===== src/logic/timer_pkg.sv =====
// shared constants, register map and state types of one timer channel
package timer_pkg;

  // ==========================================================
  // register map (byte addresses, one aligned word each)
  localparam int unsigned ADDR_W = 8;
  localparam logic [7:0] ADDR_CONTROL = 8'h00;
  localparam logic [7:0] ADDR_FLAGS = 8'h04;
  localparam logic [7:0] ADDR_COUNTER = 8'h08;
  localparam logic [7:0] ADDR_RELOAD = 8'h0C;
  localparam logic [7:0] ADDR_COMPARE = 8'h10;
  localparam logic [7:0] ADDR_START = 8'h14;
  localparam logic [7:0] ADDR_STOP = 8'h18;
  localparam logic [7:0] ADDR_EDGE_SEL = 8'h1C;

  // ==========================================================
  // field layout
  localparam int unsigned CTRL_W = 5;
  localparam int unsigned CTRL_MODE_LSB = 3;
  localparam int unsigned CTRL_CLK_LSB = 0;
  localparam int unsigned FLAG_WRAP_BIT = 0;
  localparam int unsigned FLAG_MATCH_BIT = 1;
  localparam int unsigned NUM_CHANNELS = 6;
  localparam int unsigned EXT_CLK_CHANNELS = 2;
  localparam int unsigned PRE_W = 7;

  // ==========================================================
  // reset values
  localparam logic [CTRL_W-1:0] CONTROL_RST = 5'h00;
  localparam logic [1:0] FLAGS_RST = 2'h0;
  localparam logic [15:0] COUNTER_RST = 16'h0000;
  localparam logic [15:0] RELOAD_RST = 16'h0000;
  localparam logic [15:0] COMPARE_RST = 16'h0000;
  localparam logic [15:0] COUNTER_MAX = 16'hFFFF;
  localparam logic [31:0] RDATA_UNMAPPED = 32'h0000_0000;

  // ==========================================================
  // encodings
  localparam logic [2:0] CLKSEL_SYS = 3'h0;
  localparam logic [2:0] CLKSEL_EXT_RISE = 3'h6;
  localparam logic [2:0] CLKSEL_EXT_FALL = 3'h7;
  localparam logic [1:0] EDGE_NONE = 2'h0;
  localparam logic [1:0] EDGE_RISE = 2'h1;
  localparam logic [1:0] EDGE_FALL = 2'h2;
  localparam logic [1:0] EDGE_BOTH = 2'h3;

  typedef enum logic [1:0] {
    MODE_AUTO_RELOAD = 2'b00,
    MODE_COMPARE_OUTPUT = 2'b01,
    MODE_PULSE_WIDTH = 2'b10,
    MODE_INPUT_LATCH = 2'b11
  } mode_t;

  // ==========================================================
  // bus carriers and channel state record
  typedef struct packed {
    logic psel;
    logic penable;
    logic pwrite;
    logic [ADDR_W-1:0] paddr;
    logic [31:0] pwdata;
  } apb_req_t;

  typedef struct packed {
    logic [31:0] prdata;
    logic pready;
    logic pslverr;
  } apb_rsp_t;

  typedef struct packed {
    logic [CTRL_W-1:0] control;
    logic [1:0] flags;
    logic [15:0] counter;
    logic [15:0] reload;
    logic [15:0] compare;
    logic enable;
    logic [1:0] edge_sel;
    logic [PRE_W-1:0] prescale;
    logic ext_clk_prev;
    logic timer_in_prev;
    logic [31:0] rdata;
    logic wrap_irq;
    logic match_irq;
  } channel_state_t;

  localparam channel_state_t STATE_RST = '{
    control: CONTROL_RST, flags: FLAGS_RST, counter: COUNTER_RST,
    reload: RELOAD_RST, compare: COMPARE_RST, enable: 1'b0,
    edge_sel: EDGE_NONE, prescale: 7'h00, ext_clk_prev: 1'b0,
    timer_in_prev: 1'b0, rdata: RDATA_UNMAPPED, wrap_irq: 1'b0,
    match_irq: 1'b0};

endpackage


===== src/logic/timer_channel.sv =====
// one channel of the multi-mode 16-bit timer with its apb register set
// Contract
// - control is 8 bits, upper three reserved zero
// - clock codes 0..5 pick system, base/2..base/32
// - codes 6/7: ext edges ch0-1, else base/64,/128
// - mode codes: reload, compare, pulse width, capture
// - flags: write one clears, zero keeps
// - reload and pulse modes never touch match flag
// - compare equal sets match flag and irq
// - capture pin event sets match flag and irq
// - overflow sets wrap flag in every mode
// - 16-bit counter increments per count tick
// - start bit starts, stop bit stops counter
// - overflow raises wrap irq, loads reload value
// - counter write also copies into reload
// - all registers read zero after reset
// - compare register is the compare value
// - capture copies counter into compare register
// - start/stop registers set/clear enable, zeros ignored
// - edge select: none, rising, falling, both
//
// Local design decisions: the register addresses and register access over APB.
`timescale 1ns/1ps

module timer_channel #(
  parameter int unsigned CHANNEL_IDX = 0
) (
  input wire logic i_clk,
  input wire logic i_sys_rst,
  input wire timer_pkg::apb_req_t i_apb,
  output timer_pkg::apb_rsp_t o_apb,
  input wire logic i_base_tick,
  input wire logic i_ext_clk,
  input wire logic i_timer_in,
  output logic o_counter_wrap_irq,
  output logic o_match_or_capture_irq
);

  // ==========================================================
  // helpers
  function automatic logic div_tick(input logic [timer_pkg::PRE_W-1:0] pre,
                                    input logic base, input int unsigned k);
    logic hit;
    hit = base;
    for (int unsigned b = 0; b < timer_pkg::PRE_W; b++) begin
      if (b < k) begin
        hit = hit & pre[b];
      end
    end
    return hit;
  endfunction

  function automatic logic addr_is(input logic [timer_pkg::ADDR_W-1:0] a,
                                   input logic [timer_pkg::ADDR_W-1:0] off);
    return a == off;
  endfunction

  timer_pkg::channel_state_t st_r;
  timer_pkg::channel_state_t st_nxt;

  // ==========================================================
  // bus decode
  logic setup_ph;
  logic wr_acc;
  logic mapped;
  timer_pkg::mode_t mode;
  logic [2:0] clk_code;
  logic count_tick;
  logic ext_rise;
  logic ext_fall;
  logic pin_rise;
  logic pin_fall;
  logic capture_ev;
  logic running;
  logic wrap_ev;
  logic match_ev;
  logic [15:0] count_inc;
  logic [31:0] rd_mux;

  assign setup_ph = i_apb.psel & ~i_apb.penable;
  assign wr_acc = i_apb.psel & i_apb.penable & i_apb.pwrite;
  assign mapped = addr_is(i_apb.paddr, timer_pkg::ADDR_CONTROL)
                | addr_is(i_apb.paddr, timer_pkg::ADDR_FLAGS)
                | addr_is(i_apb.paddr, timer_pkg::ADDR_COUNTER)
                | addr_is(i_apb.paddr, timer_pkg::ADDR_RELOAD)
                | addr_is(i_apb.paddr, timer_pkg::ADDR_COMPARE)
                | addr_is(i_apb.paddr, timer_pkg::ADDR_START)
                | addr_is(i_apb.paddr, timer_pkg::ADDR_STOP)
                | addr_is(i_apb.paddr, timer_pkg::ADDR_EDGE_SEL);

  // zero wait states: read data is caught in the setup cycle
  assign o_apb.pready = 1'b1;
  assign o_apb.pslverr = i_apb.psel & i_apb.penable & ~mapped;
  assign o_apb.prdata = st_r.rdata;
  assign o_counter_wrap_irq = st_r.wrap_irq;
  assign o_match_or_capture_irq = st_r.match_irq;

  // ==========================================================
  // count source selection
  assign mode = timer_pkg::mode_t'(st_r.control[timer_pkg::CTRL_MODE_LSB +: 2]);
  assign clk_code = st_r.control[timer_pkg::CTRL_CLK_LSB +: 3];
  // pins are taken as synchronous, so one register suffices for edges
  assign ext_rise = i_ext_clk & ~st_r.ext_clk_prev;
  assign ext_fall = ~i_ext_clk & st_r.ext_clk_prev;
  assign pin_rise = i_timer_in & ~st_r.timer_in_prev;
  assign pin_fall = ~i_timer_in & st_r.timer_in_prev;

  always_comb begin
    if (clk_code == timer_pkg::CLKSEL_SYS) begin
      count_tick = 1'b1;
    end else if (clk_code >= timer_pkg::CLKSEL_EXT_RISE
                 && CHANNEL_IDX < timer_pkg::EXT_CLK_CHANNELS) begin
      count_tick = (clk_code == timer_pkg::CLKSEL_EXT_RISE) ? ext_rise : ext_fall;
    end else begin
      // code k selects the base tick divided by 2^k
      count_tick = div_tick(st_r.prescale, i_base_tick, {29'h0, clk_code});
    end
  end

  assign running = st_r.enable & count_tick;
  assign wrap_ev = running & (st_r.counter == timer_pkg::COUNTER_MAX);
  assign count_inc = st_r.counter + 16'h0001;
  // compare looks at the value the counter takes on this tick
  assign match_ev = running & ~wrap_ev & (mode == timer_pkg::MODE_COMPARE_OUTPUT)
                  & (count_inc == st_r.compare);

  always_comb begin
    case (st_r.edge_sel)
      timer_pkg::EDGE_RISE: capture_ev = pin_rise;
      timer_pkg::EDGE_FALL: capture_ev = pin_fall;
      timer_pkg::EDGE_BOTH: capture_ev = pin_rise | pin_fall;
      default: capture_ev = 1'b0;
    endcase
    if (mode != timer_pkg::MODE_INPUT_LATCH) begin
      capture_ev = 1'b0;
    end
  end

  // ==========================================================
  // read mux
  always_comb begin
    rd_mux = timer_pkg::RDATA_UNMAPPED;
    case (i_apb.paddr)
      timer_pkg::ADDR_CONTROL: rd_mux = {27'h0, st_r.control};
      timer_pkg::ADDR_FLAGS: rd_mux = {30'h0, st_r.flags};
      timer_pkg::ADDR_COUNTER: rd_mux = {16'h0, st_r.counter};
      timer_pkg::ADDR_RELOAD: rd_mux = {16'h0, st_r.reload};
      timer_pkg::ADDR_COMPARE: rd_mux = {16'h0, st_r.compare};
      timer_pkg::ADDR_START: rd_mux = {31'h0, st_r.enable} << CHANNEL_IDX;
      timer_pkg::ADDR_EDGE_SEL: rd_mux = {30'h0, st_r.edge_sel};
      default: rd_mux = timer_pkg::RDATA_UNMAPPED;
    endcase
  end

  // ==========================================================
  // next state
  always_comb begin
    st_nxt = st_r;
    st_nxt.ext_clk_prev = i_ext_clk;
    st_nxt.timer_in_prev = i_timer_in;
    st_nxt.wrap_irq = wrap_ev;
    st_nxt.match_irq = match_ev | capture_ev;
    if (i_base_tick) begin
      st_nxt.prescale = st_r.prescale + 7'h01;
    end
    if (setup_ph) begin
      st_nxt.rdata = rd_mux;
    end

    // counting; a software counter write below overrides the tick
    if (wrap_ev) begin
      st_nxt.counter = st_r.reload;
    end else if (running) begin
      st_nxt.counter = count_inc;
    end

    // software writes, taken in the access phase
    if (wr_acc) begin
      case (i_apb.paddr)
        timer_pkg::ADDR_CONTROL: begin
          st_nxt.control = i_apb.pwdata[timer_pkg::CTRL_W-1:0];
        end
        timer_pkg::ADDR_FLAGS: begin
          st_nxt.flags = st_r.flags & ~i_apb.pwdata[1:0];
        end
        timer_pkg::ADDR_COUNTER: begin
          st_nxt.counter = i_apb.pwdata[15:0];
          st_nxt.reload = i_apb.pwdata[15:0];
        end
        timer_pkg::ADDR_RELOAD: begin
          st_nxt.reload = i_apb.pwdata[15:0];
        end
        timer_pkg::ADDR_COMPARE: begin
          st_nxt.compare = i_apb.pwdata[15:0];
        end
        timer_pkg::ADDR_START: begin
          if (i_apb.pwdata[CHANNEL_IDX]) begin
            st_nxt.enable = 1'b1;
          end
        end
        timer_pkg::ADDR_STOP: begin
          if (i_apb.pwdata[CHANNEL_IDX]) begin
            st_nxt.enable = 1'b0;
          end
        end
        timer_pkg::ADDR_EDGE_SEL: begin
          st_nxt.edge_sel = i_apb.pwdata[1:0];
        end
        default: begin
        end
      endcase
    end

    // hardware events win over a clear in the same cycle
    if (capture_ev) begin
      st_nxt.compare = st_r.counter;
    end
    if (wrap_ev) begin
      st_nxt.flags[timer_pkg::FLAG_WRAP_BIT] = 1'b1;
    end
    if (match_ev | capture_ev) begin
      st_nxt.flags[timer_pkg::FLAG_MATCH_BIT] = 1'b1;
    end
  end

  always_ff @(posedge i_clk) begin
    if (i_sys_rst) begin
      st_r <= timer_pkg::STATE_RST;
    end else begin
      st_r <= st_nxt;
    end
  end

  // ==========================================================
  // checks
  logic cnt_wr;
  logic flag_wr;
  assign cnt_wr = wr_acc & (i_apb.paddr == timer_pkg::ADDR_COUNTER);
  assign flag_wr = wr_acc & (i_apb.paddr == timer_pkg::ADDR_FLAGS);

  a_wrap_reload: assert property (@(posedge i_clk) disable iff (i_sys_rst)
    wrap_ev && !cnt_wr |=> st_r.counter == $past(st_r.reload) && o_counter_wrap_irq)
    else $error("wrap did not reload counter and raise irq");

  a_wrap_flag: assert property (@(posedge i_clk) disable iff (i_sys_rst)
    wrap_ev |=> st_r.flags[timer_pkg::FLAG_WRAP_BIT] && o_counter_wrap_irq)
    else $error("wrap flag or wrap irq not raised");

  // a reload of all ones wraps on every tick, so the irq may stay high; only its source is checked
  a_wrap_pulse: assert property (@(posedge i_clk) disable iff (i_sys_rst)
    !wrap_ev |=> !o_counter_wrap_irq)
    else $error("wrap irq without overflow");

  a_match_event: assert property (@(posedge i_clk) disable iff (i_sys_rst)
    running && mode == timer_pkg::MODE_COMPARE_OUTPUT && count_inc == st_r.compare
    && !wrap_ev |=> st_r.flags[timer_pkg::FLAG_MATCH_BIT] && o_match_or_capture_irq)
    else $error("compare match not flagged");

  a_match_quiet: assert property (@(posedge i_clk) disable iff (i_sys_rst)
    (mode == timer_pkg::MODE_AUTO_RELOAD || mode == timer_pkg::MODE_PULSE_WIDTH)
    && !st_r.flags[timer_pkg::FLAG_MATCH_BIT] |=> !st_r.flags[timer_pkg::FLAG_MATCH_BIT])
    else $error("match flag changed in reload or pulse mode");

  a_flag_clear: assert property (@(posedge i_clk) disable iff (i_sys_rst)
    flag_wr && i_apb.pwdata[0] && !wrap_ev |=> !st_r.flags[timer_pkg::FLAG_WRAP_BIT])
    else $error("write one did not clear wrap flag");

  a_flag_keep: assert property (@(posedge i_clk) disable iff (i_sys_rst)
    flag_wr && !i_apb.pwdata[0] |=> $stable(st_r.flags[timer_pkg::FLAG_WRAP_BIT])
    || $rose(st_r.flags[timer_pkg::FLAG_WRAP_BIT]))
    else $error("write zero changed wrap flag");

  a_counter_copy: assert property (@(posedge i_clk) disable iff (i_sys_rst)
    cnt_wr |=> st_r.counter == $past(i_apb.pwdata[15:0])
    && st_r.reload == $past(i_apb.pwdata[15:0]))
    else $error("counter write not copied to reload");

  a_capture_copy: assert property (@(posedge i_clk) disable iff (i_sys_rst)
    capture_ev |=> st_r.compare == $past(st_r.counter) && o_match_or_capture_irq)
    else $error("capture did not latch counter");

  a_start_stop: assert property (@(posedge i_clk) disable iff (i_sys_rst)
    wr_acc && i_apb.paddr == timer_pkg::ADDR_STOP && i_apb.pwdata[CHANNEL_IDX]
    |=> !st_r.enable ##1 $stable(st_r.counter) || st_r.enable)
    else $error("stopped counter still moved");

  a_sys_count: assert property (@(posedge i_clk) disable iff (i_sys_rst)
    st_r.enable && clk_code == timer_pkg::CLKSEL_SYS && !wr_acc && !wrap_ev
    |=> st_r.counter == $past(st_r.counter) + 16'h0001)
    else $error("system clock source did not count every cycle");

  a_reset_zero: assert property (@(posedge i_clk)
    $past(i_sys_rst) |-> st_r.control == timer_pkg::CONTROL_RST
    && st_r.flags == timer_pkg::FLAGS_RST && st_r.counter == timer_pkg::COUNTER_RST
    && st_r.compare == timer_pkg::COMPARE_RST)
    else $error("registers not zero after reset");

  a_match_pulse: assert property (@(posedge i_clk) disable iff (i_sys_rst)
    !match_ev && !capture_ev |=> !o_match_or_capture_irq)
    else $error("match irq without event");

  a_stop_hold: assert property (@(posedge i_clk) disable iff (i_sys_rst)
    !st_r.enable && !cnt_wr |=> $stable(st_r.counter))
    else $error("stopped counter moved");

  a_start_set: assert property (@(posedge i_clk) disable iff (i_sys_rst)
    wr_acc && i_apb.paddr == timer_pkg::ADDR_START && i_apb.pwdata[CHANNEL_IDX] |=> st_r.enable)
    else $error("start bit did not enable channel");

  a_start_zero: assert property (@(posedge i_clk) disable iff (i_sys_rst)
    wr_acc && (i_apb.paddr == timer_pkg::ADDR_START || i_apb.paddr == timer_pkg::ADDR_STOP)
    && !i_apb.pwdata[CHANNEL_IDX] |=> $stable(st_r.enable))
    else $error("zero in start or stop register changed enable");

  a_control_write: assert property (@(posedge i_clk) disable iff (i_sys_rst)
    wr_acc && i_apb.paddr == timer_pkg::ADDR_CONTROL
    |=> st_r.control == $past(i_apb.pwdata[timer_pkg::CTRL_W-1:0]))
    else $error("control write not taken");

  a_control_read: assert property (@(posedge i_clk) disable iff (i_sys_rst)
    setup_ph && i_apb.paddr == timer_pkg::ADDR_CONTROL |=> o_apb.prdata[31:timer_pkg::CTRL_W] == '0)
    else $error("reserved control bits read nonzero");

  a_reserved_read: assert property (@(posedge i_clk) disable iff (i_sys_rst)
    setup_ph && i_apb.paddr == timer_pkg::ADDR_FLAGS |=> o_apb.prdata[31:2] == '0)
    else $error("reserved flag bits read nonzero");

  a_compare_write: assert property (@(posedge i_clk) disable iff (i_sys_rst)
    wr_acc && i_apb.paddr == timer_pkg::ADDR_COMPARE && !capture_ev
    |=> st_r.compare == $past(i_apb.pwdata[15:0]))
    else $error("compare write not taken");

  a_reload_write: assert property (@(posedge i_clk) disable iff (i_sys_rst)
    wr_acc && i_apb.paddr == timer_pkg::ADDR_RELOAD |=> st_r.reload == $past(i_apb.pwdata[15:0]))
    else $error("reload write not taken");

  a_ext_quiet: assert property (@(posedge i_clk) disable iff (i_sys_rst)
    st_r.enable && clk_code == timer_pkg::CLKSEL_EXT_RISE && !ext_rise && !cnt_wr
    && CHANNEL_IDX < timer_pkg::EXT_CLK_CHANNELS |=> $stable(st_r.counter))
    else $error("external rise source counted without a rise");

  a_ext_fall: assert property (@(posedge i_clk) disable iff (i_sys_rst)
    st_r.enable && clk_code == timer_pkg::CLKSEL_EXT_FALL && ext_fall && !cnt_wr && !wrap_ev
    && CHANNEL_IDX < timer_pkg::EXT_CLK_CHANNELS
    |=> st_r.counter == $past(st_r.counter) + 16'h0001)
    else $error("external fall did not count");

  // the ignore setting must hold off captures even while the pin toggles
  a_capture_none: assert property (@(posedge i_clk) disable iff (i_sys_rst)
    mode == timer_pkg::MODE_INPUT_LATCH && st_r.edge_sel == timer_pkg::EDGE_NONE
    && !st_r.flags[timer_pkg::FLAG_MATCH_BIT] |=> !st_r.flags[timer_pkg::FLAG_MATCH_BIT])
    else $error("ignored edge setting still captured");

endmodule // timer_channel


===== config.mk =====
export PLATFORM = sky130hd
export DESIGN_NAME = timer_channel
export DESIGN_NICKNAME = d
export VERILOG_FILES = /design/src/logic/timer_pkg.sv /design/src/logic/timer_channel.sv
export SDC_FILE = /design/constraint.sdc
export NUM_CORES = 1
export LEC_CHECK = 0
export BUFFER_PORTS_ARGS = -buffer_cell sky130_fd_sc_hd__buf_4
export CAP_MARGIN = 20
export CORE_UTILIZATION = 50
export DETAILED_ROUTE_END_ITERATION = 6
export PLACE_DENSITY = 0.75
export SYNTH_ARGS = -nofsm -noshare
export SYNTH_HDL_FRONTEND = slang
export SYNTH_SLANG_ARGS = --single-unit

===== constraint.sdc =====
create_clock -name i_clk -period 2.1 [get_ports i_clk]
set_clock_uncertainty 0.1 [all_clocks]
set_input_delay 0.105 -clock i_clk [delete_from_list [all_inputs] [get_ports i_clk]]
set_output_delay 0.105 -clock i_clk [all_outputs]
set_load 0.02 [all_outputs]

==> metrics.txt, run 1 <==
Longest Clk Path Bufs 2; failing checks negative setup slack; crit share post-route 101%; post-synth design cell area 5130 sq um; CTS root buf clkbuf_8; ys async rst share 0%; Synth Area in Adders 0.976%; max-slew violation count 0; CTS tree built; Die X 103 microns; most frequent cells in the layout 127 x buf_4, 93 x nor2_1, 72 x dfxtp_1; XOR/XNOR share of the synthesized area 3.24%; outcome complete, but fails checks; antenna violations before repair 0; boundary pin count 84; WL per Instance 18.1 microns; Req. time, crit path 2.31 ns; vias per cell 5.97; largest net degree at the start of global routing 85; Final Setup Violations 1; area occupied by multi-input gates 3140 sq um; Rows 36; dpl hpwl 10.8 mm; Netlist cell types 67; worst-skew pair later-pin latency 0.39 ns; routability cong. 0.961; compound-gate portion of the synthesized area 21.7%; layout cells sized above 1 27.5%; Setup crit end kind register; Ys Warns 0; Synth Register Bits 83; # port buffers 50; Finished Layout Cells 890; Core ar. 9860 sq um; Critical Path Slowest Stage Cell a211oi_1; most used cell, CP buf_4; DR pass1 iterations 5; ANT nets after route 0; Overflow after GRT 0; WHS Path Cells 4; Fillers 808; multiplexer area fraction after synthesis 9.59%; setup ws final -0.0148 ns; Register Area 1680 sq um; Static Leak 2.60 nW; nets@finish 805; max-capacitance violation count 0; most common cell after layout, fill and taps aside buf_4; GR Util All Layers 31.0%; Crit Path Class register to register; pre-CTS setup slack -0.101 ns; CTS sink count 83; Starting Density 52.0%; Synth area leaders dfxtp_1 32%, mux2i_1 9.4%, nor2_1 6.9%, buf_4 5.1%, a211oi_1 3.4%; Placed Cells 844; EDFF count, synth 0; Arrival @ worst endpoint 2.33 ns; Fmax 473 MHz; Hold Crit Class input pin to register; slowest stage delay, CP 0.39 ns; post-synthesis sequential area ratio 32.4%; vias in the first global route 4950; drt drc 0; area growth from synthesis to layout 29.4%; cell count after synthesis 650; Synth area leader dfxtp_1; post-synth top area share 32.4%; CP Cell Sequence buf_4 -> and4_4 -> buf_4 -> nand3_1 -> o221ai_1 -> a211oi_1 -> nand4_1 -> o22ai_1; H-tree depth 3; syn avg cell area 7.89 sq um; Die ar. 10700 sq um; post-route minimum period 2.11 ns; Inserted Diodes 0; total number of vias 5316; RSZ-0062 raised after global routing true; worst-path fanout max 7; R2R depth 8; final hold viol count 0; first-pass GRT wire length 24.9 mm; Critical Path Source Type register; largest family of logic cells by synthesized area compound AO/OA/AOI/OAI gates; CTS Buf Count 9; Post-synth top flop dfxtp_1; worst-margin pin slew 0.947 ns; pwr/cell area 445 nW/um^2; final wirelength 16.1 mm; Max IR drop VDD 0.371 mV; Die H 103 microns; Worst slew margin 36.8%; clock-pin slew on the worst setup and hold paths 0.08 ns; Simple-Gate Fraction of Synth Area 21.2%; iteration-0 DRC count of the detailed router 536
## metrics by stage
stage	util (%)	setup TNS (ns)	instance area (sq um)	hold slack [ns]	total power, W
after floorplan	-	0	5200	0.133	0.00177
after global placement	59.9	-0.738	5910	0.244	0.00183
after detailed placement	59.9	-0.884	5910	0.257	0.00183
after CTS	64.9	0	6400	0.0592	0.00298
after global routing	67.3	-0.162	6640	0.0999	0.00306
final	67.3	-0.0148	6640	0.0757	0.00296
## path summary, 6_finish.rpt
kind / slack, ns / startpoint / end
setup / recovery: -0.01 / st_r[79] / o_match_or_capture_irq
hold / removal: 0.08 / i_apb[35] / st_r[45]
setup reg to reg: -0.01 / st_r[79] / o_match_or_capture_irq
hold reg to reg: 0.38 / o_apb[3] / o_apb[3]
## routing by layer
| layer | share of wire [%] | global-route usage [%] |
|---|---|---|
| met5 | 0 | 0 |
| met4 | 2.0 | 12.2 |
| met3 | 8.5 | 7.66 |
| met2 | 47 | 50.2 |
| met1 | 43 | 39.6 |
## cells in the mapped netlist (5+ instances only)
cell type  number
nand4_1        11
nand2b_1        6
nand3_1        18
clkbuf_1       27
a22oi_1        18
and3_1          6
buf_1           6
buf_2          15
buf_4          35
nor3_1         12
inv_1          24
a211o_1         5
nor2_1         94
a211oi_1       23
xnor2_1         9
dfxtp_1        83
mux2i_1        48
a21oi_1        24
o22ai_1         5
a22o_1          5
o21ai_0        30
nand2_1        45
a31oi_1        18
xor2_1         10
## final cells by class
type | count | area share [%]
clock inverters | 3 | 0.603
flip-flops and latches | 83 | 25.3
multi-input cells | 475 | 47.4
inverters | 24 | 1.36
repair buffers | 160 | 20.8
well taps | 133 | 2.51
clock buffers | 12 | 2.04
## flip-flops by register name (all words and copies together) (netlist names)
name	flops
st_r	60
o_match_or_capture_irq	1
clk_code	3
mode	2
o_apb	16
o_counter_wrap_irq	1
## power breakdown
| group | switching (W) | internal, W | total (W) | leakage [nW] |
|---|---|---|---|---|
| sequential | 0.00000686 | 0.00158 | 0.00158 | 0.675 |
| combinational | 0.000146 | 0.000103 | 0.000249 | 1.84 |
| clock | 0.000583 | 0.000540 | 0.00112 | 0.0902 |
## cells by family after synthesis
group	after synthesis
and+or+nand+nor	223
AOI/OAI and AO/OA	163
buffers and inverters	107
DFF	83
muxes	49
xor gates and xnor gates	19
adders and majority gates	4
other	2
## timing repair
item,CTS,global route
resized for setup,8,47
hold buffers,20,0
buffers inserted,2,7
gates cloned,2,1
setup endpoints to repair,6,33
pin swaps,3,20
hold endpoints to repair,58,0
## critical path, delay by kind of cell (launching register included)
family                 cells  cell delay (ns)
buffers and inverters      2             0.30
AND/OR/NAND/NOR            3             0.57
flip-flops                 1             0.34
AO/OA/AOI/OAI              3             0.73
Note: power is estimated with default switching activity, not from simulation.
==> run 2, diff against run 1 <==
--- a/config.mk
+++ b/config.mk
@@ -7,9 +7,12 @@
 export LEC_CHECK = 0
 export BUFFER_PORTS_ARGS = -buffer_cell sky130_fd_sc_hd__buf_4
 export CAP_MARGIN = 20
-export CORE_UTILIZATION = 50
+export CELL_PAD_IN_SITES_DETAIL_PLACEMENT = 1
+export CELL_PAD_IN_SITES_GLOBAL_PLACEMENT = 1
+export CORE_UTILIZATION = 39
+export CTS_BUF_LIST = sky130_fd_sc_hd__clkbuf_4 sky130_fd_sc_hd__clkbuf_8
 export DETAILED_ROUTE_END_ITERATION = 6
-export PLACE_DENSITY = 0.75
+export PLACE_DENSITY_LB_ADDON = 0.1
 export SYNTH_ARGS = -nofsm -noshare
 export SYNTH_HDL_FRONTEND = slang
 export SYNTH_SLANG_ARGS = --single-unit
==> run 2 against run 1 <==
Against the previous run:
- the run now ends clean
- fmax up 2.3%
- critical endpoint unchanged
- via count down 1.2%
- design area up 0.89%
- critical path depth down 1
- sequential power about the same
- largest cell class unchanged
==> metrics.txt, run 2 (same netlist as run 1, synthesis figures left out) <==
H-tree depth 3 (unchanged); clock-pin slew on the worst setup and hold paths 0.09 ns (about the same); nets@finish 804 (-0.12%); iteration-0 DRC count of the detailed router 290 (-46%); fin area 6700 sq um (+0.89%); ANT nets after route 0 (unchanged); final hold viol count 0 (unchanged); Die X 117 microns (+13%); Starting Density 40.3% (-12 points); Finished Layout Cells 929 (+4.4%); worst-skew pair later-pin latency 0.39 ns (about the same); Max IR drop VDD 0.218 mV (-41%); pwr/cell area 458 nW/um^2 (+2.8%); delay-heaviest family, CP simple AND/OR/NAND/NOR gates; Rows 41 (+14%); Inserted Diodes 0 (unchanged); Crit Path Class register to register; Placed Cells 883 (+4.6%); vias per cell 5.65 (-5.4%); CP bufs+invs 1 (-1); most used cell, CP and4_4; boundary pin count 84 (unchanged); Fmax 484 MHz (+2.3%); area growth from synthesis to layout 30.5%; outcome complete, no violations; GR Util All Layers 26.9% (-4.0 points); Worst slew margin 34.4% (-2.5 points); layout cells sized above 1 28.0% (+0.53 points); Arrival @ worst endpoint 2.21 ns (-0.12 ns); CTS sink count 83 (unchanged); Overflow after GRT 0 (unchanged); Setup crit end kind register; routability cong. 0.915 (-4.8%); crit share post-route 98.5% (-2.3 points); final wirelength 18.6 mm (+16%); RSZ-0062 raised after global routing true; largest net degree at the start of global routing 85 (unchanged); worst-margin pin slew 0.984 ns (+0.0369 ns); Fillers 1599 (+98%); total number of vias 5250 (-1.2%); WL per Instance 20.1 microns (+11%); Req. time, crit path 2.25 ns (-0.06 ns); Critical Path Source Type register; Biggest register st_r; most common cell after layout, fill and taps aside buf_4; CTS Buf Count 9 (unchanged); CTS root buf clkbuf_8; Longest Clk Path Bufs 2 (unchanged); Final Setup Violations 0 (-1); first-pass GRT wire length 27.6 mm (+11%); max-slew violation count 0 (unchanged); antenna violations before repair 0 (unchanged); area of placed instances 5970 sq um (+1.0%); # port buffers 50 (unchanged); worst-path fanout max 9 (+2); Hold Crit Class input pin to register; Critical Path Slowest Stage Cell or4_1; max-capacitance violation count 0 (unchanged); Core ar. 12700 sq um (+29%); CTS tree built; flip-flop count of the largest register after layout 60 (unchanged); Static Leak 2.59 nW (-0.37%); most frequent cells in the layout 127 x buf_4, 93 x nor2_1, 73 x dfxtp_1; Die ar. 13600 sq um (+28%); dpl hpwl 12.7 mm (+18%); drt drc 0 (unchanged); Die H 117 microns (+13%); DR pass1 iterations 4 (-1); slowest stage delay, CP 0.53 ns (+0.14 ns); CP Cell Sequence buf_4 -> and4_4 -> nand2_2 -> or4_1 -> and4_4 -> nand4_1 -> o22ai_1; vias in the first global route 5190 (+4.8%); post-route minimum period 2.07 ns (-0.0473 ns)
[run 2: layout make-up]
type | instances | area [sq um] | share of cell area (%)
multi-input combinational | 475 | 3130 | 46.7
sequential | 83 | 1670 | 25.0
timing repair buffer | 159 | 1390 | 20.8
tap | 172 | 215 | 3.21
clock buffer | 10 | 131 | 1.96
inverter | 24 | 90.1 | 1.35
clock inverter | 6 | 65.1 | 0.972
[run 2: path summary, 6_finish.rpt]
kind,cells past startpoint,slack [ns],endpoint,start
worst max-delay path,7,0.03,o_match_or_capture_irq,st_r[78]
worst min-delay path,4,0.01,st_r[38],i_base_tick
worst max register to register,7,0.03,o_match_or_capture_irq,st_r[78]
worst min register to register,2,0.38,o_apb[3],o_apb[3]
[run 2: routing by layer]
layer	track usage (%)	routed length, microns	up-vias
met1	35.4	8460	2587
met4	9.62	494	0
li1	-	-	2485
met2	44.6	8750	144
met3	4.26	931	34
met5	0	0	-
[run 2: report_power, final]
part	leakage (nW)	total, W	internal (W)	switching (W)
logic	1.82	0.000260	0.000107	0.000153
registers	0.674	0.00158	0.00158	0.00000437
clock network	0.100	0.00122	0.000565	0.000657
total	2.59	0.00307	0.00225	0.000815
[run 2: what timing repair did]
action,4_1_cts,5_1_grt
endpoints found under the hold margin,53,0
resized for setup,8,39
pin swaps,5,9
setup buffers,2,4
setup endpoints to repair,11,35
hold buffers,20,0
cloned,2,2
[run 2: stage by stage]
step | util (%) | setup TNS [ns] | power [W] | hold WS [ns] | setup WS (ns)
after floorplan | - | 0 | 0.00177 | 0.133 | 0.00402
after global placement | 47.0 | -1.82 | 0.00184 | 0.243 | -0.144
after detailed placement | 47.0 | -2.28 | 0.00184 | 0.247 | -0.148
after CTS | 51.0 | -0.282 | 0.00308 | 0.000814 | -0.0476
after global routing | 52.6 | -0.643 | 0.00317 | 0.0282 | -0.110
final | 52.6 | 0 | 0.00307 | 0.0104 | 0.0325
[run 2: tightest hold or removal path, delay by kind of cell]
family,cells,cell delay (ns)
xor gates and xnor gates,1,0.07
and+or+nand+nor,2,0.16
buffers and inverters,1,0.13
==> run 3, diff against run 2 <==
--- a/config.mk
+++ b/config.mk
@@ -12,7 +12,7 @@
 export CORE_UTILIZATION = 39
 export CTS_BUF_LIST = sky130_fd_sc_hd__clkbuf_4 sky130_fd_sc_hd__clkbuf_8
 export DETAILED_ROUTE_END_ITERATION = 6
-export PLACE_DENSITY_LB_ADDON = 0.1
+export PLACE_DENSITY = 0.89
 export SYNTH_ARGS = -nofsm -noshare
 export SYNTH_HDL_FRONTEND = slang
 export SYNTH_SLANG_ARGS = --single-unit
==> run 3 against run 2 <==
Against the previous run:
- routed wire length increased by 32%
- largest power group unchanged
- critical path type unchanged
- die area unchanged
- via count rose by 16%
- the run now ends with negative setup slack left
- cell count up 1.1%
- critical endpoint unchanged
- register-to-register slack got worse by 0.23 ns
- design area up 2.7%
- count of clock-buffer cells in the layout rose by 2
- flip-flop and latch count unchanged
- hold slack improved by 0.012 ns
- largest cell class unchanged
==> metrics.txt, run 3 (same netlist as run 1, synthesis figures left out) <==
met3 Use GR 6.54% (+2.3 points); Die ar. 13600 sq um (unchanged); H-tree depth 3 (unchanged); Biggest register st_r; ANT nets after route 0 (unchanged); WL per Instance 26.1 microns (+30%); CP bufs+invs 1 (unchanged); crit share post-route 109% (+11 points); most frequent cells in the layout 137 x buf_4, 93 x nor2_1, 67 x dfxtp_1; worst-margin pin slew 1.01 ns (+0.0287 ns); Starting Density 40.3% (unchanged); vias per cell 6.48 (+15%); CTS tree built; Longest Clk Path Bufs 2 (unchanged); Util after Layout 54.1% (+1.4 points); boundary pin count 84 (unchanged); Die H 117 microns (unchanged); antenna violations before repair 0 (unchanged); Req. time, crit path 2.31 ns (+0.06 ns); Arrival @ worst endpoint 2.50 ns (+0.29 ns); met1 Usage GRT 36.2% (+0.79 points); worst-skew pair later-pin latency 0.40 ns (about the same); Core ar. 12700 sq um (unchanged); clock-pin slew on the worst setup and hold paths 0.10 ns (about the same); iteration-0 DRC count of the detailed router 731 (+150%); CTS sink count 83 (unchanged); Die X 117 microns (unchanged); Hold Crit Class input pin to register; GR Util All Layers 31.3% (+4.4 points); CTS root buf clkbuf_8; DR pass1 iterations 6 (+2); Setup TNS Final -1.01 ns (-1.01 ns); total number of vias 6087 (+16%); area growth from synthesis to layout 34.1%; most common cell after layout, fill and taps aside buf_4; pwr/cell area 470 nW/um^2 (+2.6%); Inserted Diodes 0 (unchanged); max-slew violation count 0 (unchanged); RSZ-0062 raised after global routing true; worst-path fanout max 9 (unchanged); failing checks negative setup slack; drt drc 0 (unchanged); dpl hpwl 13.2 mm (+3.8%); layout cells sized above 1 31.6% (+3.5 points); Final Power 0.00323 W (+5.4%); Fmax 436 MHz (-9.9%); final hold viol count 0 (unchanged); Static Leak 2.74 nW (+5.6%); # port buffers 50 (unchanged); post-route minimum period 2.30 ns (+0.228 ns); first-pass GRT wire length 32.1 mm (+17%); outcome complete, but fails checks; Overflow after GRT 0 (unchanged); Worst slew margin 32.5% (-1.9 points); nets@finish 816 (+1.5%); slowest stage delay, CP 0.47 ns (-0.06 ns); Final Setup Violations 19 (+19); Rows 41 (unchanged); Max IR drop VDD 0.261 mV (+20%); Setup crit end kind register; CTS Buf Count 9 (unchanged); global route hottest layer met2; hold slack 0.0220 ns (+0.0116 ns); Critical Path Slowest Stage Cell a2111oi_0; Fillers 1539 (-3.8%); vias in the first global route 5953 (+15%); Critical Path Source Type register; largest net degree at the start of global routing 85 (unchanged); max-capacitance violation count 0 (unchanged); routability cong. 0.991 (+8.3%); pre-CTS setup slack -0.164 ns (-0.0156 ns); CP Cell Sequence buf_6 -> nand4_1 -> nor2_1 -> nand3_1 -> a2111oi_0 -> nand4b_1 -> o22ai_1; Crit Path Class register to register; flip-flop count of the largest register after layout 60 (unchanged); setup ws final -0.195 ns (-0.228 ns); delay-heaviest family, CP simple AND/OR/NAND/NOR gates; final wirelength 24.5 mm (+32%); met2 Usage GRT 53.3% (+8.7 points)
run 3: cell count changes in the layout (fill, tap and decap cells not counted), sizes merged:
| cell | change |
|---|---|
| dlygate4sd3 | -1 |
| clkinv | -3 |
| clkbuf | +1 |
| buf | +14 |
| inv | -2 |
| bufinv | +1 |
run 3: power by group:
group          switching, W  total, W  internal [W]  leakage [nW]
clock network      0.000638   0.00137      0.000736         0.112
logic              0.000172  0.000277      0.000106          1.95
registers        0.00000514   0.00158       0.00158         0.678
total              0.000815   0.00323       0.00242          2.74
run 3: layer usage:
layer / up-vias / routed length [microns]
li1: 2511 / -
met1: 2907 / 8950
met2: 475 / 11300
met3: 194 / 2440
met4: 0 / 1820
met5: - / 0
run 3: area by class of cell:
type	instances	area, sq um	area share (%)
clock buffers	12	159	2.31
repair buffers	171	1450	21.1
multi-input cells	475	3210	46.7
well taps	172	215	3.13
clock inverters	2	60.1	0.873
inverters	24	93.8	1.36
flip-flops and latches	83	1690	24.6
run 3: worst paths after layout:
kind	slack (ns)	startpoint	cells after the start	to
max	-0.20	st_r[78]	7	o_match_or_capture_irq
min	0.02	i_apb[33]	4	o_apb[3]
max reg2reg	-0.20	st_r[78]	7	o_match_or_capture_irq
min reg2reg	0.39	o_apb[3]	2	o_apb[3]
run 3: worst min-delay path, stage by stage:
cell,delay [ns]
buf_4,0.13
a2111oi_2,0.06
o21ai_0,0.10
a21oi_1,0.08
run 3: repair_timing:
action	in CTS	in global routing
setup buffers	7	11
hold buffers	19	0
cloned	1	1
gates resized for setup	26	58
hold endpoints to repair	46	0
pin swaps	9	18
setup endpoints to repair	26	27
run 3: metrics by stage:
stage / cell area, sq um / instances
after floorplan: 5200 / 665
after global placement: 5980 / 886
after detailed placement: 5980 / 886
after CTS: 6550 / 927
after global routing: 6880 / 939
final: 6880 / 939
